<file path="config.mk">
export PLATFORM = sky130hd
export DESIGN_NAME = tbt_touch_core
export DESIGN_NICKNAME = d
export VERILOG_FILES = /design/src/hdl/tbt_pkg.sv /design/src/hdl/tbt_sense_timer.sv /design/src/hdl/tbt_touch_core.sv
export SDC_FILE = /design/constraint.sdc
export NUM_CORES = 1
export LEC_CHECK = 0
export ABC_AREA = 1
export BUFFER_PORTS_ARGS = -buffer_cell sky130_fd_sc_hd__buf_4
export CAP_MARGIN = 10
export CORE_MARGIN = 1.5
export CORE_UTILIZATION = 50
export CTS_CLUSTER_DIAMETER = 200
export DETAILED_ROUTE_END_ITERATION = 10
export PLACE_DENSITY = 0.7
export SLEW_MARGIN = 20
export SYNTH_ARGS = -nofsm -noshare
export SYNTH_HDL_FRONTEND = slang
export SYNTH_SLANG_ARGS = --single-unit
</file>
<file path="constraint.sdc">
create_clock -name clk_i -period 5.1 [get_ports clk_i]
set_clock_uncertainty 0.05 [all_clocks]
set_input_delay 1.275 -clock clk_i [delete_from_list [all_inputs] [get_ports clk_i]]
set_output_delay 1.275 -clock clk_i [all_outputs]
set_load 0.005 [all_outputs]
</file>
<file path="src/hdl/tbt_pkg.sv">
// shared constants and carrier types for the touch baseline/threshold block
package tbt_pkg;

  // ----------------------------------------------------------------
  // geometry
  // ----------------------------------------------------------------
  localparam int NUM_SENS = 2;

  // ----------------------------------------------------------------
  // register offsets
  // ----------------------------------------------------------------
  localparam logic [7:0] ADDR_COMB_CFG0 = 8'h1c;
  localparam logic [7:0] ADDR_PICK0     = 8'h1e;
  localparam logic [7:0] ADDR_COMB_CFG1 = 8'h21;
  localparam logic [7:0] ADDR_PICK1     = 8'h23;
  localparam logic [7:0] ADDR_FREEZE    = 8'h4e;
  localparam logic [7:0] ADDR_BUCKET    = 8'h4f;
  localparam logic [7:0] ADDR_SETTLE    = 8'h50;
  localparam logic [7:0] ADDR_CLKREB    = 8'h51;
  localparam logic [7:0] ADDR_MARGIN    = 8'h52;
  localparam logic [7:0] ADDR_TOUCH0    = 8'h66;
  localparam logic [7:0] ADDR_TOUCH1    = 8'h67;

  // ----------------------------------------------------------------
  // reset values
  // ----------------------------------------------------------------
  localparam logic [7:0] RST_PICK0  = 8'h01;
  localparam logic [7:0] RST_PICK1  = 8'h02;
  localparam logic [7:0] RST_COMB   = 8'h00;
  localparam logic [7:0] RST_FREEZE = 8'h28;
  localparam logic [7:0] RST_BUCKET = 8'h64;
  localparam logic [7:0] RST_SETTLE = 8'ha0;
  localparam logic [7:0] RST_CLKREB = 8'h00;
  localparam logic [7:0] RST_MARGIN = 8'h0a;
  localparam logic [7:0] RST_TOUCH  = 8'h64;

  // ----------------------------------------------------------------
  // field layout
  // ----------------------------------------------------------------
  localparam int         COMB_EN_BIT  = 7;
  localparam int         COMB_INV_BIT = 1;
  localparam int         COMB_AND_BIT = 0;
  localparam int         REBASE_BIT   = 3;
  localparam int         CLKSEL_LSB   = 5;
  localparam int         CLKSEL_MSB   = 6;
  localparam logic [7:0] PICK_MASK    = 8'h03;
  localparam logic [7:0] COMB_MASK    = 8'h83;
  localparam logic [7:0] CLKREB_MASK  = 8'h68;

  // ----------------------------------------------------------------
  // carriers
  // ----------------------------------------------------------------
  typedef struct packed {
    logic [7:0] addr;
    logic [7:0] data;
  } tbt_wr_t;

  typedef struct packed {
    logic [1:0] clk_sel;
    logic [7:0] settle_delay;
  } tbt_timing_t;

endpackage

</file>
<file path="src/hdl/tbt_sense_timer.sv">
// sense clock divider and conversion settling delay
`timescale 1ns/1ps
module tbt_sense_timer (
  input  wire logic                 clk_i,
  input  wire logic                 rst_n_i,
  input  wire tbt_pkg::tbt_timing_t timing_i,
  input  wire logic                 conv_start_i,
  output logic                      sense_tick_o,
  output logic                      conv_busy_o,
  output logic                      conv_done_o
);

  typedef enum logic [1:0] {ST_IDLE = 2'b01, ST_SETTLE = 2'b10} tbt_tmr_state_t;

  tbt_tmr_state_t state_reg;
  logic [2:0]     div_cnt_reg;
  logic [7:0]     settle_cnt_reg;

  // ----------------------------------------------------------------
  // divider
  // ----------------------------------------------------------------
  // mask of low counter bits that must all be set for one tick
  function automatic logic [2:0] div_mask(input logic [1:0] sel);
    case (sel)
      2'b00:   div_mask = 3'h0;
      2'b01:   div_mask = 3'h1;
      2'b10:   div_mask = 3'h3;
      default: div_mask = 3'h7;
    endcase
  endfunction

  // free-running count, tick when masked bits all high
  always_ff @(posedge clk_i or negedge rst_n_i)
  begin
    if (!rst_n_i)
    begin
      div_cnt_reg  <= 3'h0;
      sense_tick_o <= 1'b0;
    end
    else
    begin
      div_cnt_reg  <= div_cnt_reg + 3'h1;
      sense_tick_o <= (div_cnt_reg & div_mask(timing_i.clk_sel)) == div_mask(timing_i.clk_sel);
    end
  end

  // ----------------------------------------------------------------
  // settling hold
  // ----------------------------------------------------------------
  // holds the conversion for settle_delay sense ticks; a start while busy is ignored
  always_ff @(posedge clk_i or negedge rst_n_i)
  begin
    if (!rst_n_i)
    begin
      state_reg      <= ST_IDLE;
      settle_cnt_reg <= 8'h00;
      conv_busy_o    <= 1'b0;
      conv_done_o    <= 1'b0;
    end
    else
    begin
      conv_done_o <= 1'b0;
      case (state_reg)
        ST_IDLE:
        begin
          if (conv_start_i)
          begin
            state_reg      <= ST_SETTLE;
            settle_cnt_reg <= timing_i.settle_delay;
            conv_busy_o    <= 1'b1;
          end
        end
        ST_SETTLE:
        begin
          if (sense_tick_o)
          begin
            if (settle_cnt_reg <= 8'h01)
            begin
              state_reg   <= ST_IDLE;
              conv_busy_o <= 1'b0;
              conv_done_o <= 1'b1;
            end
            else
            begin
              settle_cnt_reg <= settle_cnt_reg - 8'h01;
            end
          end
        end
        default:
        begin
          state_reg   <= ST_IDLE;
          conv_busy_o <= 1'b0;
        end
      endcase
    end
  end

  a_settle_start: assert property (@(posedge clk_i) disable iff (!rst_n_i)
    (state_reg == ST_IDLE && conv_start_i) |=> conv_busy_o && settle_cnt_reg == $past(timing_i.settle_delay))
    else $error("conversion did not start settling with programmed delay");

  a_div_full: assert property (@(posedge clk_i) disable iff (!rst_n_i)
    (timing_i.clk_sel == 2'b00) [*3] |-> sense_tick_o)
    else $error("undivided sense clock missed a tick");
endmodule

</file>
<file path="src/hdl/tbt_touch_core.sv">
// baseline tracking, hysteresis decision and output combiner for the touch channels
`timescale 1ns/1ps
// What this block does
// - pick registers hold a per-sensor mask feeding each output combiner; sensors only.
// - without auto rebase, samples at or above freeze level leave baseline alone.
// - positive difference below freeze level is added into the sensor bucket.
// - bucket reaching bucket limit bumps baseline by one and empties bucket.
// - conversion is held for the programmed settle delay, 1 to 255 sense ticks; 0 holds for 1.
// - settle delay and clock/rebase registers are writable only in setup mode.
// - two-bit sense clock code divides the fast oscillator by 1, 2, 4 or 8.
// - auto rebase set: every sample updates the baseline regardless of freeze level.
// - auto rebase clear: baseline moves only when difference is below freeze level.
// - inactive sensor turns on only when difference exceeds touch level plus margin.
// - active sensor turns off only when difference drops below touch level minus margin.
// - freeze, bucket, settle, rebase and margin settings are shared by all sensors.
// - combiner ORs selected states, ANDs when its operator bit is one, may invert.
// - each sensor has its own eight-bit touch level used by hysteresis.
module tbt_touch_core #(
  parameter int RAW_W = 16
) (
  input  wire logic                                     clk_i,
  input  wire logic                                     rst_b_i,
  input  wire logic                                     setup_mode_i,
  input  wire logic                                     reg_wr_i,
  input  wire tbt_pkg::tbt_wr_t                         reg_wr_data_i,
  input  wire logic [7:0]                               reg_rd_addr_i,
  input  wire logic                                     sample_valid_i,
  input  wire logic [tbt_pkg::NUM_SENS-1:0][RAW_W-1:0]  raw_count_i,
  input  wire logic                                     conv_start_i,
  output logic [7:0]                                    reg_rd_data_o,
  output logic [tbt_pkg::NUM_SENS-1:0]                  sensor_active_o,
  output logic [tbt_pkg::NUM_SENS-1:0]                  combine_out_o,
  output logic                                          sense_tick_o,
  output logic                                          conv_busy_o,
  output logic                                          conv_done_o
);

  localparam int N = tbt_pkg::NUM_SENS;

  logic       rst_meta_reg;
  logic       rst_n;
  logic [7:0] pick_reg      [N];
  logic [7:0] comb_cfg_reg  [N];
  logic [7:0] touch_reg     [N];
  logic [7:0] freeze_reg;
  logic [7:0] bucket_lim_reg;
  logic [7:0] settle_reg;
  logic [7:0] clkreb_reg;
  logic [7:0] margin_reg;
  logic [7:0] rd_next;
  logic       auto_rebase;
  logic [RAW_W-1:0] base_reg   [N];
  logic [7:0]       bucket_reg [N];

  // ----------------------------------------------------------------
  // reset release
  // ----------------------------------------------------------------
  // two-stage release so every flop leaves reset on the same edge
  always_ff @(posedge clk_i or negedge rst_b_i)
  begin
    if (!rst_b_i)
    begin
      rst_meta_reg <= 1'b0;
      rst_n        <= 1'b0;
    end
    else
    begin
      rst_meta_reg <= 1'b1;
      rst_n        <= rst_meta_reg;
    end
  end

  // ----------------------------------------------------------------
  // register file
  // ----------------------------------------------------------------
  // timing registers are locked outside setup so a running scan never sees them move
  always_ff @(posedge clk_i or negedge rst_n)
  begin
    if (!rst_n)
    begin
      pick_reg[0]     <= tbt_pkg::RST_PICK0;
      pick_reg[1]     <= tbt_pkg::RST_PICK1;
      comb_cfg_reg[0] <= tbt_pkg::RST_COMB;
      comb_cfg_reg[1] <= tbt_pkg::RST_COMB;
      touch_reg[0]    <= tbt_pkg::RST_TOUCH;
      touch_reg[1]    <= tbt_pkg::RST_TOUCH;
      freeze_reg      <= tbt_pkg::RST_FREEZE;
      bucket_lim_reg  <= tbt_pkg::RST_BUCKET;
      settle_reg      <= tbt_pkg::RST_SETTLE;
      clkreb_reg      <= tbt_pkg::RST_CLKREB;
      margin_reg      <= tbt_pkg::RST_MARGIN;
    end
    else if (reg_wr_i)
    begin
      case (reg_wr_data_i.addr)
        tbt_pkg::ADDR_PICK0:     pick_reg[0]     <= reg_wr_data_i.data & tbt_pkg::PICK_MASK;
        tbt_pkg::ADDR_PICK1:     pick_reg[1]     <= reg_wr_data_i.data & tbt_pkg::PICK_MASK;
        tbt_pkg::ADDR_COMB_CFG0: comb_cfg_reg[0] <= reg_wr_data_i.data & tbt_pkg::COMB_MASK;
        tbt_pkg::ADDR_COMB_CFG1: comb_cfg_reg[1] <= reg_wr_data_i.data & tbt_pkg::COMB_MASK;
        tbt_pkg::ADDR_TOUCH0:    touch_reg[0]    <= reg_wr_data_i.data;
        tbt_pkg::ADDR_TOUCH1:    touch_reg[1]    <= reg_wr_data_i.data;
        tbt_pkg::ADDR_FREEZE:    freeze_reg      <= reg_wr_data_i.data;
        tbt_pkg::ADDR_BUCKET:    bucket_lim_reg  <= reg_wr_data_i.data;
        tbt_pkg::ADDR_MARGIN:    margin_reg      <= reg_wr_data_i.data;
        tbt_pkg::ADDR_SETTLE:
        begin
          if (setup_mode_i)
            settle_reg <= reg_wr_data_i.data;
        end
        tbt_pkg::ADDR_CLKREB:
        begin
          if (setup_mode_i)
            clkreb_reg <= reg_wr_data_i.data & tbt_pkg::CLKREB_MASK;
        end
        default: ;
      endcase
    end
  end

  // read mux; unmapped offsets read zero
  always_comb
  begin
    case (reg_rd_addr_i)
      tbt_pkg::ADDR_PICK0:     rd_next = pick_reg[0];
      tbt_pkg::ADDR_PICK1:     rd_next = pick_reg[1];
      tbt_pkg::ADDR_COMB_CFG0: rd_next = comb_cfg_reg[0];
      tbt_pkg::ADDR_COMB_CFG1: rd_next = comb_cfg_reg[1];
      tbt_pkg::ADDR_TOUCH0:    rd_next = touch_reg[0];
      tbt_pkg::ADDR_TOUCH1:    rd_next = touch_reg[1];
      tbt_pkg::ADDR_FREEZE:    rd_next = freeze_reg;
      tbt_pkg::ADDR_BUCKET:    rd_next = bucket_lim_reg;
      tbt_pkg::ADDR_SETTLE:    rd_next = settle_reg;
      tbt_pkg::ADDR_CLKREB:    rd_next = clkreb_reg;
      tbt_pkg::ADDR_MARGIN:    rd_next = margin_reg;
      default:                 rd_next = 8'h00;
    endcase
  end

  always_ff @(posedge clk_i or negedge rst_n)
  begin
    if (!rst_n)
      reg_rd_data_o <= 8'h00;
    else
      reg_rd_data_o <= rd_next;
  end

  assign auto_rebase = clkreb_reg[tbt_pkg::REBASE_BIT];

  a_setup_lock: assert property (@(posedge clk_i) disable iff (!rst_n)
    (reg_wr_i && !setup_mode_i && (reg_wr_data_i.addr == tbt_pkg::ADDR_SETTLE
      || reg_wr_data_i.addr == tbt_pkg::ADDR_CLKREB)) |=> $stable(settle_reg) && $stable(clkreb_reg))
    else $error("timing register changed outside setup mode");

  // ----------------------------------------------------------------
  // per-sensor baseline and decision
  // ----------------------------------------------------------------
  // raw minus baseline, clamped at zero
  function automatic logic [RAW_W-1:0] tbt_diff(input logic [RAW_W-1:0] raw, input logic [RAW_W-1:0] base);
    tbt_diff = (raw > base) ? raw - base : '0;
  endfunction

  for (genvar s = 0; s < N; s++)
  begin : g_sens
    logic [RAW_W-1:0] diff;
    logic             quiet;
    logic [8:0]       bucket_sum;
    logic [RAW_W-1:0] on_level;
    logic [RAW_W-1:0] off_level;

    assign diff       = tbt_diff(raw_count_i[s], base_reg[s]);
    assign quiet      = (diff != '0) && (diff < RAW_W'(freeze_reg));
    assign bucket_sum = {1'b0, bucket_reg[s]} + {1'b0, diff[7:0]};
    assign on_level   = RAW_W'({1'b0, touch_reg[s]} + {1'b0, margin_reg});
    assign off_level  = (touch_reg[s] > margin_reg) ? RAW_W'(touch_reg[s] - margin_reg) : '0;

    // baseline follows raw always in auto rebase, otherwise creeps up through the bucket
    always_ff @(posedge clk_i or negedge rst_n)
    begin
      if (!rst_n)
      begin
        base_reg[s]   <= '0;
        bucket_reg[s] <= 8'h00;
      end
      else if (sample_valid_i)
      begin
        if (auto_rebase)
        begin
          base_reg[s]   <= raw_count_i[s];
          bucket_reg[s] <= 8'h00;
        end
        else if (quiet)
        begin
          if (bucket_sum >= {1'b0, bucket_lim_reg})
          begin
            base_reg[s]   <= base_reg[s] + RAW_W'(1);
            bucket_reg[s] <= 8'h00;
          end
          else
            bucket_reg[s] <= bucket_sum[7:0];
        end
      end
    end

    // hysteresis keeps a hovering finger from chattering the output
    always_ff @(posedge clk_i or negedge rst_n)
    begin
      if (!rst_n)
        sensor_active_o[s] <= 1'b0;
      else if (sample_valid_i)
      begin
        if (!sensor_active_o[s] && diff > on_level)
          sensor_active_o[s] <= 1'b1;
        else if (sensor_active_o[s] && diff < off_level)
          sensor_active_o[s] <= 1'b0;
      end
    end

    a_noise_freeze: assert property (@(posedge clk_i) disable iff (!rst_n)
      (sample_valid_i && !auto_rebase && diff >= RAW_W'(freeze_reg)) |=> $stable(base_reg[s]))
      else $error("baseline moved on a noisy sample");

    a_auto_follow: assert property (@(posedge clk_i) disable iff (!rst_n)
      (sample_valid_i && auto_rebase) |=> base_reg[s] == $past(raw_count_i[s]))
      else $error("auto rebase did not take the raw count");

    a_bucket_bump: assert property (@(posedge clk_i) disable iff (!rst_n)
      (sample_valid_i && !auto_rebase && quiet && bucket_sum >= {1'b0, bucket_lim_reg})
      |=> base_reg[s] == $past(base_reg[s]) + RAW_W'(1) && bucket_reg[s] == 8'h00)
      else $error("full bucket did not bump baseline");

    a_bucket_fill: assert property (@(posedge clk_i) disable iff (!rst_n)
      (sample_valid_i && !auto_rebase && quiet && bucket_sum < {1'b0, bucket_lim_reg})
      |=> bucket_reg[s] == $past(bucket_sum[7:0]) && $stable(base_reg[s]))
      else $error("bucket did not accumulate difference");

    a_touch_on: assert property (@(posedge clk_i) disable iff (!rst_n)
      (!sensor_active_o[s] && !(sample_valid_i && diff > on_level)) |=> !sensor_active_o[s])
      else $error("sensor turned on below upper level");

    a_touch_off: assert property (@(posedge clk_i) disable iff (!rst_n)
      (sensor_active_o[s] && !(sample_valid_i && diff < off_level)) |=> sensor_active_o[s])
      else $error("sensor turned off above lower level");
  end

  // ----------------------------------------------------------------
  // output combiner
  // ----------------------------------------------------------------
  // disabled combiner drives low; an AND with nothing picked reads true
  function automatic logic tbt_combine(input logic [7:0] cfg, input logic [7:0] pick, input logic [N-1:0] act);
    logic r;
    r = 1'b0;
    if (cfg[tbt_pkg::COMB_AND_BIT])
      r = &(act | ~pick[N-1:0]);
    else
      r = |(act & pick[N-1:0]);
    tbt_combine = cfg[tbt_pkg::COMB_EN_BIT] & (r ^ cfg[tbt_pkg::COMB_INV_BIT]);
  endfunction

  always_ff @(posedge clk_i or negedge rst_n)
  begin
    if (!rst_n)
      combine_out_o <= '0;
    else
      for (int k = 0; k < N; k++)
        combine_out_o[k] <= tbt_combine(comb_cfg_reg[k], pick_reg[k], sensor_active_o);
  end

  a_combine_or: assert property (@(posedge clk_i) disable iff (!rst_n)
    (comb_cfg_reg[1] == 8'h80) |=> combine_out_o[1] == |($past(sensor_active_o) & $past(pick_reg[1][N-1:0])))
    else $error("OR combiner mismatch");

  // ----------------------------------------------------------------
  // sense timing
  // ----------------------------------------------------------------
  tbt_sense_timer u_timer (
    .clk_i        (clk_i),
    .rst_n_i      (rst_n),
    .timing_i     ({clkreb_reg[tbt_pkg::CLKSEL_MSB:tbt_pkg::CLKSEL_LSB], settle_reg}),
    .conv_start_i (conv_start_i),
    .sense_tick_o (sense_tick_o),
    .conv_busy_o  (conv_busy_o),
    .conv_done_o  (conv_done_o)
  );
endmodule

</file>
**Word level (Yosys, flattened, before mapping)**

Cells that the tools add are included.
Widths: inputs -> output; s select.

- Reduce and logical (&&, ||, !) cells: 41
- Add/subtract/negate cells: 12
- Multipliers: 0
- Divide/modulo/power cells: 0
- Muxes and demuxes: 39
- Equal/unequal tests: 31
- Bitwise logic cells: 11
- $lt $le $gt $ge: 13
- Shift operators: 0

Operators by type and width:

| kind | number |
|---|---|
| $mux 16 | 10 |
| $eq 8x7->1 const B | 14 |
| $pmux 8 s11 | 1 |
| $mux 8 | 9 |
| $add 8x8->9 | 4 |
| $add 16x1->16 const B | 2 |
| $eq 8x5->1 const B | 4 |
| $eq 8x6->1 const B | 4 |
| $gt 16x16->1 | 2 |
| $gt 16x9->1 | 2 |
| $lt 16x16->1 | 2 |
| $lt 16x8->1 | 2 |
| $reduce_bool 16->1 | 2 |
| $sub 16x16->16 | 2 |
| $reduce_and 2->1 | 15 |
| $ge 9x8->1 | 2 |
| $sub 8x8->9 | 2 |
| $gt 8x8->1 | 2 |
| $pmux 8 s2 | 1 |
| $reduce_and 3->1 | 5 |
| $reduce_bool 2->1 | 7 |
| $mux 1 | 12 |
| $pmux 3 s3 | 1 |
| $le 8x1->1 const B | 1 |
| 21 further kinds | 39 |

- Memory bits (read-only): 0
- Memories: 0
- Input bits: 62
- RAM bits: 0
- Output and inout bits: 15
- Bits in registers: 139
- Latch bits: 0
- Word-level logic and storage cells: 174

**Logic depth before layout (Yosys ltp)**

Gate-level depths: netlist of run 1.

- Depth after elaboration: 7
- Depth in mapped cells: 35
- Gate-level depth less buffers: 34

**Hierarchy**

Synthesis of run 1 repeated with hierarchy kept, for this count alone.

- Cell total of the unflattened synthesis: 1881
- Area, all modules: 13182.6 um2

By module, submodules not included:

| module | times used | area an instance (um2) | cells an instance |
|---|---|---|---|
| tbt_touch_core | 1 | 12308.1 | 1760 |
| tbt_sense_timer | 1 | 874.6 | 121 |

**Worst setup path before layout of run 1**

No wires, ideal clock.

- Path type: input to register
- Start point: input raw_count_i[0] (netlist name)
- End point: register base_reg[21] (netlist name)
- Data required time: 4.933 ns
- Library setup time: 0.117 ns
- Path slack: -0.318 ns
- Stages on the path: 28
- Arrival: 5.251 ns
- Path through: inv_1 ha_1 inv_1 fa_1 nand3_1 nand3_1 nand2_1 nand2_1 nand2_1 nand2_4 nand2_4 nor3_1 ha_1 nand2_1 nor2_1 a211oi_1 xor2_1 inv_1 ha_1 a21oi_1 o221ai_1 nand2_1 nand2_1 a21oi_1 nand2_4 buf_4 nand4_1 nand2_1

- Longest elaborated chain between the ends: 6

Ends and longest elaborated chain:

| what | line | source |
|---|---|---|
| from (decl) | tbt_touch_core.sv:28 | `input wire logic [tbt_pkg::NUM_SENS-1:0][RAW_W-1:0] raw_count_i,` |
| $sub 16x16->16 / $gt 16x16->1 (equally long branches) | tbt_touch_core.sv:159 | `tbt_diff = (raw > base) ? raw - base : '0;` |
| $mux 16 (*) | tbt_touch_core.sv:159 |  |
| $add 8x8->9 (tied with other cells) | tbt_touch_core.sv:172 | `assign bucket_sum = {1'b0, bucket_reg[s]} + {1'b0, diff[7:0]};` |
| $ge 9x8->1 / $logic_and 1x1->1 (equally long branches) | tbt_touch_core.sv:193, tbt_touch_core.sv:171 |  |
| $reduce_bool 2->1 (no source line) | - |  |
| $reduce_and 3->1 (no source line) (*) | - |  |
| to (signal, indexed assignment) | tbt_touch_core.sv:188 | `base_reg[s] <= raw_count_i[s];` |
| to (signal, indexed assignment) | tbt_touch_core.sv:195 | `base_reg[s] <= base_reg[s] + RAW_W'(1);` |
| to (decl) | tbt_touch_core.sv:52 | `logic [RAW_W-1:0] base_reg [N];` |

Mark *: on every way between the ends. The rest lies on a longest branch, timed or not.
A chain may end at the register's enable or synchronous reset.

**Final worst setup path of run 1**

- Start point: input raw_count_i[16] (netlist name)
- End point: register base_reg[11] (netlist name)

The elaborated chain is that of the path after synthesis.

==> results of run 1 <==
## through the flow
stage,TNS (ps),cell area (um^2),power (W),util (%)
after floorplan,0,13200,0.00291,-
after global placement,-170,14700,0.00361,56.7
after detailed placement,-4950,14700,0.00366,56.7
after CTS,0,15300,0.00497,58.9
after global routing,-23.7,15400,0.00540,59.3
final,0,15400,0.00503,59.3
## cells in the final DEF (no fill, tap or decap), drive strengths merged, types with 8 or more instances in the layout
| master | netlist | routed |
|---|---|---|
| buf | 11 | 170 |
| fa | 8 | 8 |
| o22ai | 8 | 8 |
| nand4 | 47 | 47 |
| inv | 277 | 285 |
| clkbuf | 21 | 18 |
| nor4 | 8 | 8 |
| dfrtp | 120 | 120 |
| xor2 | 46 | 46 |
| xnor2 | 8 | 8 |
| nand3 | 102 | 104 |
| nand3b | 14 | 14 |
| nand2 | 526 | 526 |
| a221oi | 10 | 10 |
| o21bai | 12 | 12 |
| a21oi | 107 | 107 |
| o21ai | 140 | 140 |
| nor3 | 40 | 40 |
| o2111ai | 10 | 10 |
| o211ai | 10 | 10 |
| nor2 | 113 | 113 |
| ha | 163 | 163 |
| dfstp | 18 | 18 |
| a211oi | 10 | 10 |
## power by group
| group | leakage (nW) | internal [W] | switching, W |
|---|---|---|---|
| Sequential | 1.82 | 0.00121 | 0.000128 |
| Clock | 0.289 | 0.000707 | 0.000599 |
| Combinational | 5.78 | 0.000967 | 0.00142 |
## final timing paths
path	end	slack, ps	cells past startpoint
worst max-delay path	base_reg[11]	340	32
worst min-delay path	pick_reg[0]	270	0
worst max register to register	base_reg[29]	820	30
worst min register to register	pick_reg[0]	270	0
max in group asynchronous	base_reg[26]	3540	1
min in group clk_i	rst_n	310	0
## worst register-to-register path, delay by kind of cell, from the launching register on
kind / cells / cell delay, ps
buffers and inverters: 7 / 520
adders and majority gates: 4 / 1010
and+or+nand+nor: 15 / 1410
DFF: 1 / 460
AOI/OAI and AO/OA: 4 / 710
## cell families (layout without fill, tap and decap cells)
family	Yosys count	in the layout	share of synthesized area (%)
flops	138	138	26.5
xor+xnor	54	54	3.60
buf+inv	309	479	9.26
fa+ha+maj	171	171	16.8
other cells	1	1	0.0286
compound gates	330	330	14.7
simple gates	858	860	29.1
## area by class of cell
type	count	share of cell area, %
timing repair buffer	170	8.44
clock inverter	14	0.986
multi-input combinational	1416	55.5
sequential	138	22.7
tap	335	2.73
clock buffer	18	2.86
inverter	277	6.77
## what timing repair did
item                                    4_1_cts  5_1_grt
endpoints found under the setup margin        0       37
gates resized for setup                       0       16
endpoints found under the hold margin         0        0
buffers inserted                              0        1
## Yosys cell counts (all sizes together)
| cell | number |
|---|---|
| nand4 | 47 |
| a32oi | 1 |
| o221ai | 2 |
| a221oi | 10 |
| o21bai | 12 |
| a311oi | 1 |
| a2111o | 1 |
| a21oi | 107 |
| clkbuf | 21 |
| xnor2 | 8 |
| xor2 | 46 |
| or2 | 7 |
| o22ai | 8 |
| nand3 | 102 |
| and2 | 1 |
| ha | 163 |
| nor4 | 8 |
| inv | 277 |
| conb | 1 |
| nor3 | 40 |
| o31ai | 3 |
| nor2 | 113 |
| nand3b | 14 |
| o2111ai | 10 |
| buf | 11 |
| a211oi | 10 |
| nand2 | 526 |
| o21ai | 140 |
| a21boi | 1 |
| dfrtp | 120 |
| a31oi | 7 |
| a21o | 6 |
| o211ai | 10 |
| dfstp | 18 |
| fa | 8 |
| a22oi | 1 |
## per-layer routing
| layer | global-route usage [%] | vias to the layer above |
|---|---|---|
| li1 | - | 6488 |
| met1 | 35.4 | 6003 |
| met2 | 48.9 | 425 |
| met3 | 2.99 | 84 |
| met4 | 11.2 | 0 |
| met5 | 0 | - |
==> impl_summary.log, run 1 <==
INFO  metric outcome = complete, no violations
INFO  metric cts_buffer_depth = 2
INFO  metric crit_required = 5370 ps
INFO  metric dr_wl_met3 = 1800 um
INFO  metric final-instance-count-excl-fill = 2368
INFO  metric layout-area-overhead-vs-synth = 17.0%
INFO  metric cap_viol_max_count = 0
INFO  metric max-slew-margin-rel = 24.8%
INFO  metric final_period_minus_worst_setup_slack = 4760 ps
INFO  metric yosysUniqueCellTypes = 50
INFO  metric detail_route.wl_per_cell = 15.9 um
INFO  metric report.final.hold_viol_count = 0
INFO  metric crit-reg2reg-launch = base_reg[27]
INFO  metric synth_top_area_cell = dfrtp_1
INFO  metric cp-start-kind = input port
INFO  metric hold-worst-slack = 269 ps
INFO  metric synth_net_count = 2094
INFO  metric antenna_violating_nets_post_route = 0
INFO  metric worstSetupPathType = input port to flop
INFO  metric initial_antenna_violation_count = 0
INFO  metric track_usage = 28.1%
INFO  metric power_per_cell_area = 328 nW/um^2
INFO  metric largest_register_ff_count = 32
INFO  metric netlist_area = 13100 um^2
INFO  metric coreArea = 25900 um^2
INFO  metric register_area = 3480 um^2
INFO  metric multi_input_area = 8530 um^2
INFO  metric timing.hold.worst.class = flop to asynchronous set/reset pin
INFO  metric dp_cells = 2333
INFO  metric vias_per_cell = 5.49
INFO  metric leakage = 7.89 nW
INFO  metric synth.top_cell.area_share = 22.9%
INFO  metric finalNetCount = 2253
INFO  metric syn_area_per_cell = 7.05 um^2
INFO  metric die_width = 165 um
INFO  metric highest_clock_frequency_the_design_can_meet = 0.210 GHz
INFO  metric gp_congestion = 0.952
INFO  metric clock_tree.htree_level_count = 4
INFO  metric critPathMaxFanout = 16
INFO  metric crit_arrival = 5030 ps
INFO  metric filler_cell_count = 2419
INFO  metric route.layer.met1.wl = 17000 um
INFO  metric setup_ws = 340 ps
INFO  metric drt-initial-drc-count = 949
INFO  metric grt_remaining_overflow = 0
INFO  metric path_buf_inv = 7
INFO  metric pre_cts_slack = -157 ps
INFO  metric setup_viol_count_final = 0
INFO  metric end_kind = flop
INFO  metric tritoncts = done
INFO  metric path_delay_family = simple AND/OR/NAND/NOR gates
INFO  metric worstSetupStartpoint = raw_count_i[16]
INFO  metric routed-wl-met2 = 17500 um
INFO  metric route.top_layer_used = met4
INFO  metric start_util = 50.6%
INFO  metric antenna-diode-count = 0
INFO  metric syn_inst = 1861
INFO  metric buffer_ports.inserted = 76
INFO  metric cts_hold_repair.buffers = 0
INFO  metric synth.ff_latch_count = 138
INFO  metric io-pin-count = 77
INFO  metric clock_insertion_delay_worst_skew = 440 ps
INFO  metric die-area = 27200 um^2
INFO  metric grt_first_pass_wirelength = 60200 um
INFO  metric clk_pin_slew = 80 ps
INFO  metric largest_net_degree_at_the_start_of_global_routing = 60
INFO  metric dr_total_vias = 13000
INFO  metric power.ir.vdd_worst = 0.000261 V
INFO  metric rows = 59
INFO  metric tightest_slew = 1120 ps
INFO  metric layout-drive-gt1-share = 15.0%
INFO  metric dp_hpwl = 28900 um
INFO  metric first_pass_detailed_route_iteration_total = 6
INFO  metric first_global_vias = 12500
INFO  metric drc = 0
INFO  metric ctsRootBufferMaster = clkbuf_16
INFO  metric final-max-slew-violation-count = 0
INFO  metric crit_path_top_delay_cell = fa_1
INFO  metric post-route-period-util = 93.3%
INFO  metric die-height = 165 um
INFO  metric worst_path_largest_cell_delay = 380 ps
INFO  metric ys_seq_area_share = 26.5%
INFO  metric cts_made_buffers = 17
INFO  metric synth-warning-count = 0
INFO  metric clkSinkCount = 138
INFO  metric yosys-top-cells-area = dfrtp_1, ha_1, nand2_1
INFO  metric wirelength = 37700 um
INFO  metric critPathMostFrequentCell = nand2_1
Power figures use the tool's default switching activity.
==> run 2: changes to the inputs <==
Settings changed: BUFFER_PORTS_ARGS -buffer_cell sky130_fd_sc_hd__buf_4 to not set, DONT_BUFFER_PORTS set to 1, PLACE_DENSITY 0.7 to 0.67, SYNTH_HIERARCHICAL set to 1.
==> run 2 against run 1 <==
Net effect: maximum frequency increased by 1.2%; clock power decreased by 5%; utilization decreased by 4.0 points; worst hold slack improved by 40 ps; highest routed layer unchanged.
==> impl_summary.log, run 2 <==
INFO  metric ys_seq_area_share = 26.4%
INFO  metric worstSetupPathType = input port to flop
INFO  metric layout-area-overhead-vs-synth = 8.93%
INFO  metric crit_path_top_delay_cell = fa_1
INFO  metric setup_viol_count_final = 0
INFO  metric netlist_area = 13200 um^2
INFO  metric coreArea = 26000 um^2
INFO  metric synth-warning-count = 6
INFO  metric initial_antenna_violation_count = 0
INFO  metric die-height = 165 um
INFO  metric cap_viol_max_count = 0
INFO  metric gp_congestion = 0.929
INFO  metric dr_total_vias = 12300
INFO  metric worstSetupStartpoint = raw_count_i[16]
INFO  metric crit_arrival = 4980 ps
INFO  metric report.final.hold_viol_count = 0
INFO  metric cts_made_buffers = 17
INFO  metric largest_register_ff_count = 32
INFO  metric antenna_violating_nets_post_route = 0
INFO  metric end_kind = flop
INFO  metric antenna-diode-count = 0
INFO  metric timing.hold.worst.class = flop to flop
INFO  metric clock_tree.htree_level_count = 4
INFO  metric cts_buffer_depth = 2
INFO  metric vias_per_cell = 5.43
INFO  metric die_width = 165 um
INFO  metric worstSetupPathDepth = 29
INFO  metric outcome = complete, no violations
INFO  metric timing.critical_path.to = base_reg[11]
INFO  metric start_util = 50.7%
INFO  metric clkSinkCount = 138
INFO  metric crit-reg2reg-launch = base_reg[26]
INFO  metric filler_cell_count = 2505
INFO  metric syn_inst = 1881
INFO  metric wirelength = 35200 um
INFO  metric grt_setup_unrepaired = false
INFO  metric path_delay_family = simple AND/OR/NAND/NOR gates
INFO  metric postCtsSetupRepairBufs = 0
INFO  metric synth_edf_count = 0
INFO  metric track_usage = 26.5%
INFO  metric clk_pin_slew = 70 ps
INFO  metric yosys.cell_count.top_type = nand2_1
INFO  metric power.ir.vdd_worst = 0.000242 V
INFO  metric pre_cts_slack = -56.2 ps
INFO  metric clock_insertion_delay_worst_skew = 440 ps
INFO  metric critPathMaxFanout = 16
INFO  metric largest_net_degree_at_the_start_of_global_routing = 68
INFO  metric final_period_minus_worst_setup_slack = 4710 ps
INFO  metric leakage = 7.37 nW
INFO  metric synth.top_cell.area_share = 22.8%
INFO  metric first_global_vias = 11800
INFO  metric highest_clock_frequency_the_design_can_meet = 0.212 GHz
INFO  metric cp-start-kind = input port
INFO  metric cts_hold_repair.buffers = 0
INFO  metric tightest_slew = 1100 ps
INFO  metric tritoncts = done
INFO  metric r2r_cells = 32
INFO  metric mostFrequentLayoutCell = nand2_1
INFO  metric finalNetCount = 2148
INFO  metric max-slew-margin-rel = 26.0%
INFO  metric syn_area_per_cell = 7.01 um^2
INFO  metric ctsRootBufferMaster = clkbuf_16
INFO  metric path_buf_inv = 5
INFO  metric synth.ff_latch_count = 138
INFO  metric post_cts.resized_instances = 0
INFO  metric rows = 59
INFO  metric dp_cells = 2231
INFO  metric die-area = 27300 um^2
INFO  metric setup_ws = 394 ps
INFO  metric layout-drive-gt1-share = 9.34%
INFO  metric buffer_ports.inserted = 0
INFO  metric post-route-period-util = 92.3%
INFO  metric ys_dominant_reg_cell = dfrtp_1
INFO  metric layout_common_cells = nand2_1, inv_1, ha_1
INFO  metric synth_top_area_cell = dfrtp_1
INFO  metric crit_required = 5380 ps
INFO  metric detail_route.wl_per_cell = 15.5 um
INFO  metric netlist_top_cells_count = nand2_1, inv_1, ha_1
INFO  metric r2r_setup_slack = 740 ps
INFO  metric yosys-top-cells-area = dfrtp_1, ha_1, nand2_1
INFO  metric power_per_cell_area = 334 nW/um^2
INFO  metric final-instance-count-excl-fill = 2263
INFO  metric multi_input_area = 8530 um^2
INFO  metric synth_net_count = 2114
INFO  metric dp_hpwl = 27100 um
INFO  metric critical_path.reg2reg.endpoint = base_reg[25]
INFO  metric worst_path_largest_cell_delay = 390 ps
INFO  metric drt-initial-drc-count = 929
INFO  metric first_pass_detailed_route_iteration_total = 6
INFO  metric io-pin-count = 77
INFO  metric drc = 0
INFO  metric register_area = 3480 um^2
INFO  metric synth-async-reset-ratio = 100%
INFO  metric grt_first_pass_wirelength = 57600 um
INFO  metric final-max-slew-violation-count = 0
INFO  metric grt_remaining_overflow = 0
INFO  metric yosysUniqueCellTypes = 56
[run 2: cell types whose count changed after synthesis, sizes merged, moves of 4 or more]
cell     delta
xor2        -5
nand3       -6
o2111ai     -4
nand2      +44
o21ai      -10
inv         -7
nor2       +10
[run 2: layout make-up]
class / count / area share, %
Multi-Input combinational cell: 1442 / 59.4
Sequential cell: 138 / 24.2
Inverter: 271 / 7.10
Clock buffer: 18 / 3.06
Tap cell: 335 / 2.92
Timing Repair Buffer: 45 / 2.44
Clock inverter: 14 / 0.863
[run 2: where the power goes]
part	internal (W)	total [W]	switching (W)
combinational	0.000861	0.00222	0.00136
clock	0.000654	0.00124	0.000586
sequential	0.00121	0.00135	0.000135
total	0.00273	0.00480	0.00208
[run 2: kinds of logic after synthesis]
family	synth area share (%)
and+or+nand+nor	30.5
buffers and inverters	9.08
AOI/OAI and AO/OA	13.9
adders and majority gates	16.7
xor gates and xnor gates	3.39
other	0.0284
DFF	26.4
muxes	0.0759
[run 2: metal layers]
| layer | GRT usage, % | vias to the layer above | wire (um) |
|---|---|---|---|
| met4 | 6.62 | 0 | 706 |
| met2 | 44.8 | 337 | 16100 |
| met5 | 0 | - | 0 |
| met3 | 4.85 | 53 | 2170 |
| met1 | 34.8 | 5627 | 16100 |
| li1 | - | 6260 | - |
[run 2: how the worst min path moves through the flow]
stage                      start    end  depth (start not counted)
floorplan           rst_meta_reg  rst_n                          0
global placement    rst_meta_reg  rst_n                          0
detailed placement  rst_meta_reg  rst_n                          0
CTS                 rst_meta_reg  rst_n                          0
global route        rst_meta_reg  rst_n                          0
finish              rst_meta_reg  rst_n                          0
[run 2: metrics by stage]
step	utilization, %	area [um^2]	TNS, ps	power [W]	hold WS (ps)
floorplan	-	13200	0	0.00298	281
global placement	53.1	13800	0	0.00350	294
detailed placement	53.1	13800	-1010	0.00356	293
CTS	55.3	14400	0	0.00481	313
global route	55.3	14400	0	0.00520	326
finish	55.3	14400	0	0.00480	309
==> run 3: changes to the inputs <==
==> constraint.sdc (replaced) <==
create_clock -name clk_i -period 5.1 [get_ports clk_i]
set_clock_uncertainty 0.05 [all_clocks]
set_input_delay 0.51 -clock clk_i [delete_from_list [all_inputs] [get_ports clk_i]]
set_output_delay 0.51 -clock clk_i [all_outputs]
set_load 0.005 [all_outputs]
==> run 3 against run 2 <==
Net effect: maximum frequency rose by 1.2%; critical endpoint is now base_reg[29]; non-clock buffer count fell by 34; critical path type is now flop to flop; die area did not move; flip-flop and latch count did not move; combinational power fell by 5%; utilization fell by 0.91 points.
==> impl_summary.log, run 3 (same netlist as run 2, synthesis figures left out) <==
INFO  metric outcome = complete, no violations
INFO  metric report.final.hold_viol_count = 0
INFO  metric grt_remaining_overflow = 0
INFO  metric cp-start-kind = flop
INFO  metric die_width = 165 um
INFO  metric timing.hold.worst.class = input port to flop
INFO  metric finalNetCount = 2115
INFO  metric tightest_slew = 1060 ps
INFO  metric layout-area-overhead-vs-synth = 7.13%
INFO  metric power.ir.vdd_worst = 0.000207 V
INFO  metric dp_hpwl = 26800 um
INFO  metric setup_ws = 450 ps
INFO  metric initial_antenna_violation_count = 0
INFO  metric clock_insertion_delay_worst_skew = 440 ps
INFO  metric antenna-diode-count = 0
INFO  metric crit_path_top_delay_cell = dfrtp_1
INFO  metric layout_common_cells = nand2_1, inv_1, ha_1
INFO  metric clkSinkCount = 138
INFO  metric highest_clock_frequency_the_design_can_meet = 0.215 GHz
INFO  metric filler_cell_count = 2587
INFO  metric first_pass_detailed_route_iteration_total = 5
INFO  metric vias_per_cell = 5.46
INFO  metric drt-initial-drc-count = 706
INFO  metric postLayoutCoreUtil = 54.3%
INFO  metric start_util = 50.7%
INFO  metric dr_total_vias = 12200
INFO  metric power_per_cell_area = 334 nW/um^2
INFO  metric r2r_cells = 32
INFO  metric clock_tree.htree_level_count = 4
INFO  metric pre_cts_slack = 310 ps
INFO  metric layout-drive-gt1-share = 7.76%
INFO  metric first_global_vias = 11600
INFO  metric grt_first_pass_wirelength = 56800 um
INFO  metric worst_path_largest_cell_delay = 430 ps
INFO  metric io-pin-count = 77
INFO  metric coreArea = 26000 um^2
INFO  metric tritoncts = done
INFO  metric wirelength = 34800 um
INFO  metric track_usage = 26.3%
INFO  metric post-route-period-util = 91.2%
INFO  metric hold-path-cell-count = 2
INFO  metric critPathMostFrequentCell = nand2_1
INFO  metric end_kind = flop
INFO  metric cts_buffer_depth = 2
INFO  metric largest_net_degree_at_the_start_of_global_routing = 56
INFO  metric detail_route.wl_per_cell = 15.6 um
INFO  metric critPathMaxFanout = 19
INFO  metric cap_viol_max_count = 0
INFO  metric gp_congestion = 0.931
INFO  metric die-height = 165 um
INFO  metric crit_required = 5370 ps
INFO  metric drc = 0
INFO  metric buffer_ports.inserted = 0
INFO  metric clk_pin_slew = 80 ps
INFO  metric leakage = 7.21 nW
INFO  metric rows = 59
INFO  metric setup_viol_count_final = 0
INFO  metric mostFrequentLayoutCell = nand2_1
INFO  metric max-slew-margin-rel = 28.9%
INFO  metric final_period_minus_worst_setup_slack = 4650 ps
INFO  metric final-max-slew-violation-count = 0
INFO  metric die-area = 27300 um^2
INFO  metric antenna_violating_nets_post_route = 0
INFO  metric cts_made_buffers = 17
INFO  metric largest_register_ff_count = 32
INFO  metric worstSetupPathType = flop to flop
INFO  metric crit_arrival = 4920 ps
INFO  metric ctsRootBufferMaster = clkbuf_16
-- run 3: critical path, delay by kind of cell (launching register included) --
family          cells  cell delay (ps)
compound gates      3              410
fa+ha+maj           4             1210
buf+inv             4              330
flops               1              430
simple gates       21             2100
-- run 3: through the flow --
stage | hold slack (ps) | instances | total power (W) | TNS (ps) | area [um^2]
floorplan | 164 | 1881 | 0.00296 | 0 | 13200
detailed placement | 164 | 2194 | 0.00341 | 0 | 13500
finish | 164 | 2230 | 0.00472 | 0 | 14100
CTS | 155 | 2227 | 0.00470 | 0 | 14100
global route | 169 | 2230 | 0.00511 | -10.5 | 14100
global placement | 164 | 2194 | 0.00336 | 0 | 13500
-- run 3: final cells by class --
type / count / area [um^2] / share of cell area, %
Inverter: 271 / 1020 / 7.22
Clock buffer: 17 / 425 / 3.01
Multi-Input combinational cell: 1443 / 8550 / 60.5
Clock inverter: 15 / 145 / 1.03
Timing Repair Buffer: 11 / 85.1 / 0.602
Tap cell: 335 / 419 / 2.97
Sequential cell: 138 / 3480 / 24.6
-- run 3: power breakdown --
part	switching (W)	internal (W)
logic	0.00132	0.000782
clock network	0.000623	0.000652
registers	0.000134	0.00121
-- run 3: per-layer routing --
metal / part of all wire, % / wire length, um / up-vias / track usage [%]
met5: 0 / 0 / - / 0
met4: 2.4 / 849 / 0 / 7.75
met3: 6.0 / 2080 / 45 / 5.00
met2: 45 / 15800 / 296 / 44.2
met1: 46 / 16100 / 5640 / 34.3
li1: - / - / 6202 / -
-- run 3: repair_timing --
item | CTS | global route
gates resized for setup | 0 | 6
setup buffers | 0 | 2
hold buffers | 1 | 0
endpoints found under the setup margin | 0 | 38
endpoints found under the hold margin | 2 | 0
-- run 3: path summary, 6_finish.rpt --
kind,startpoint,to,slack [ps]
setup / recovery,base_reg[16],base_reg[29],450
hold / removal,sample_valid_i,base_reg[6],160
setup reg to reg,base_reg[16],base_reg[29],450
hold reg to reg,rst_meta_reg,rst_n,290
max in group asynchronous,rst_n,clkreb_reg[3],3420
min in group asynchronous,rst_b_i,rst_n,230
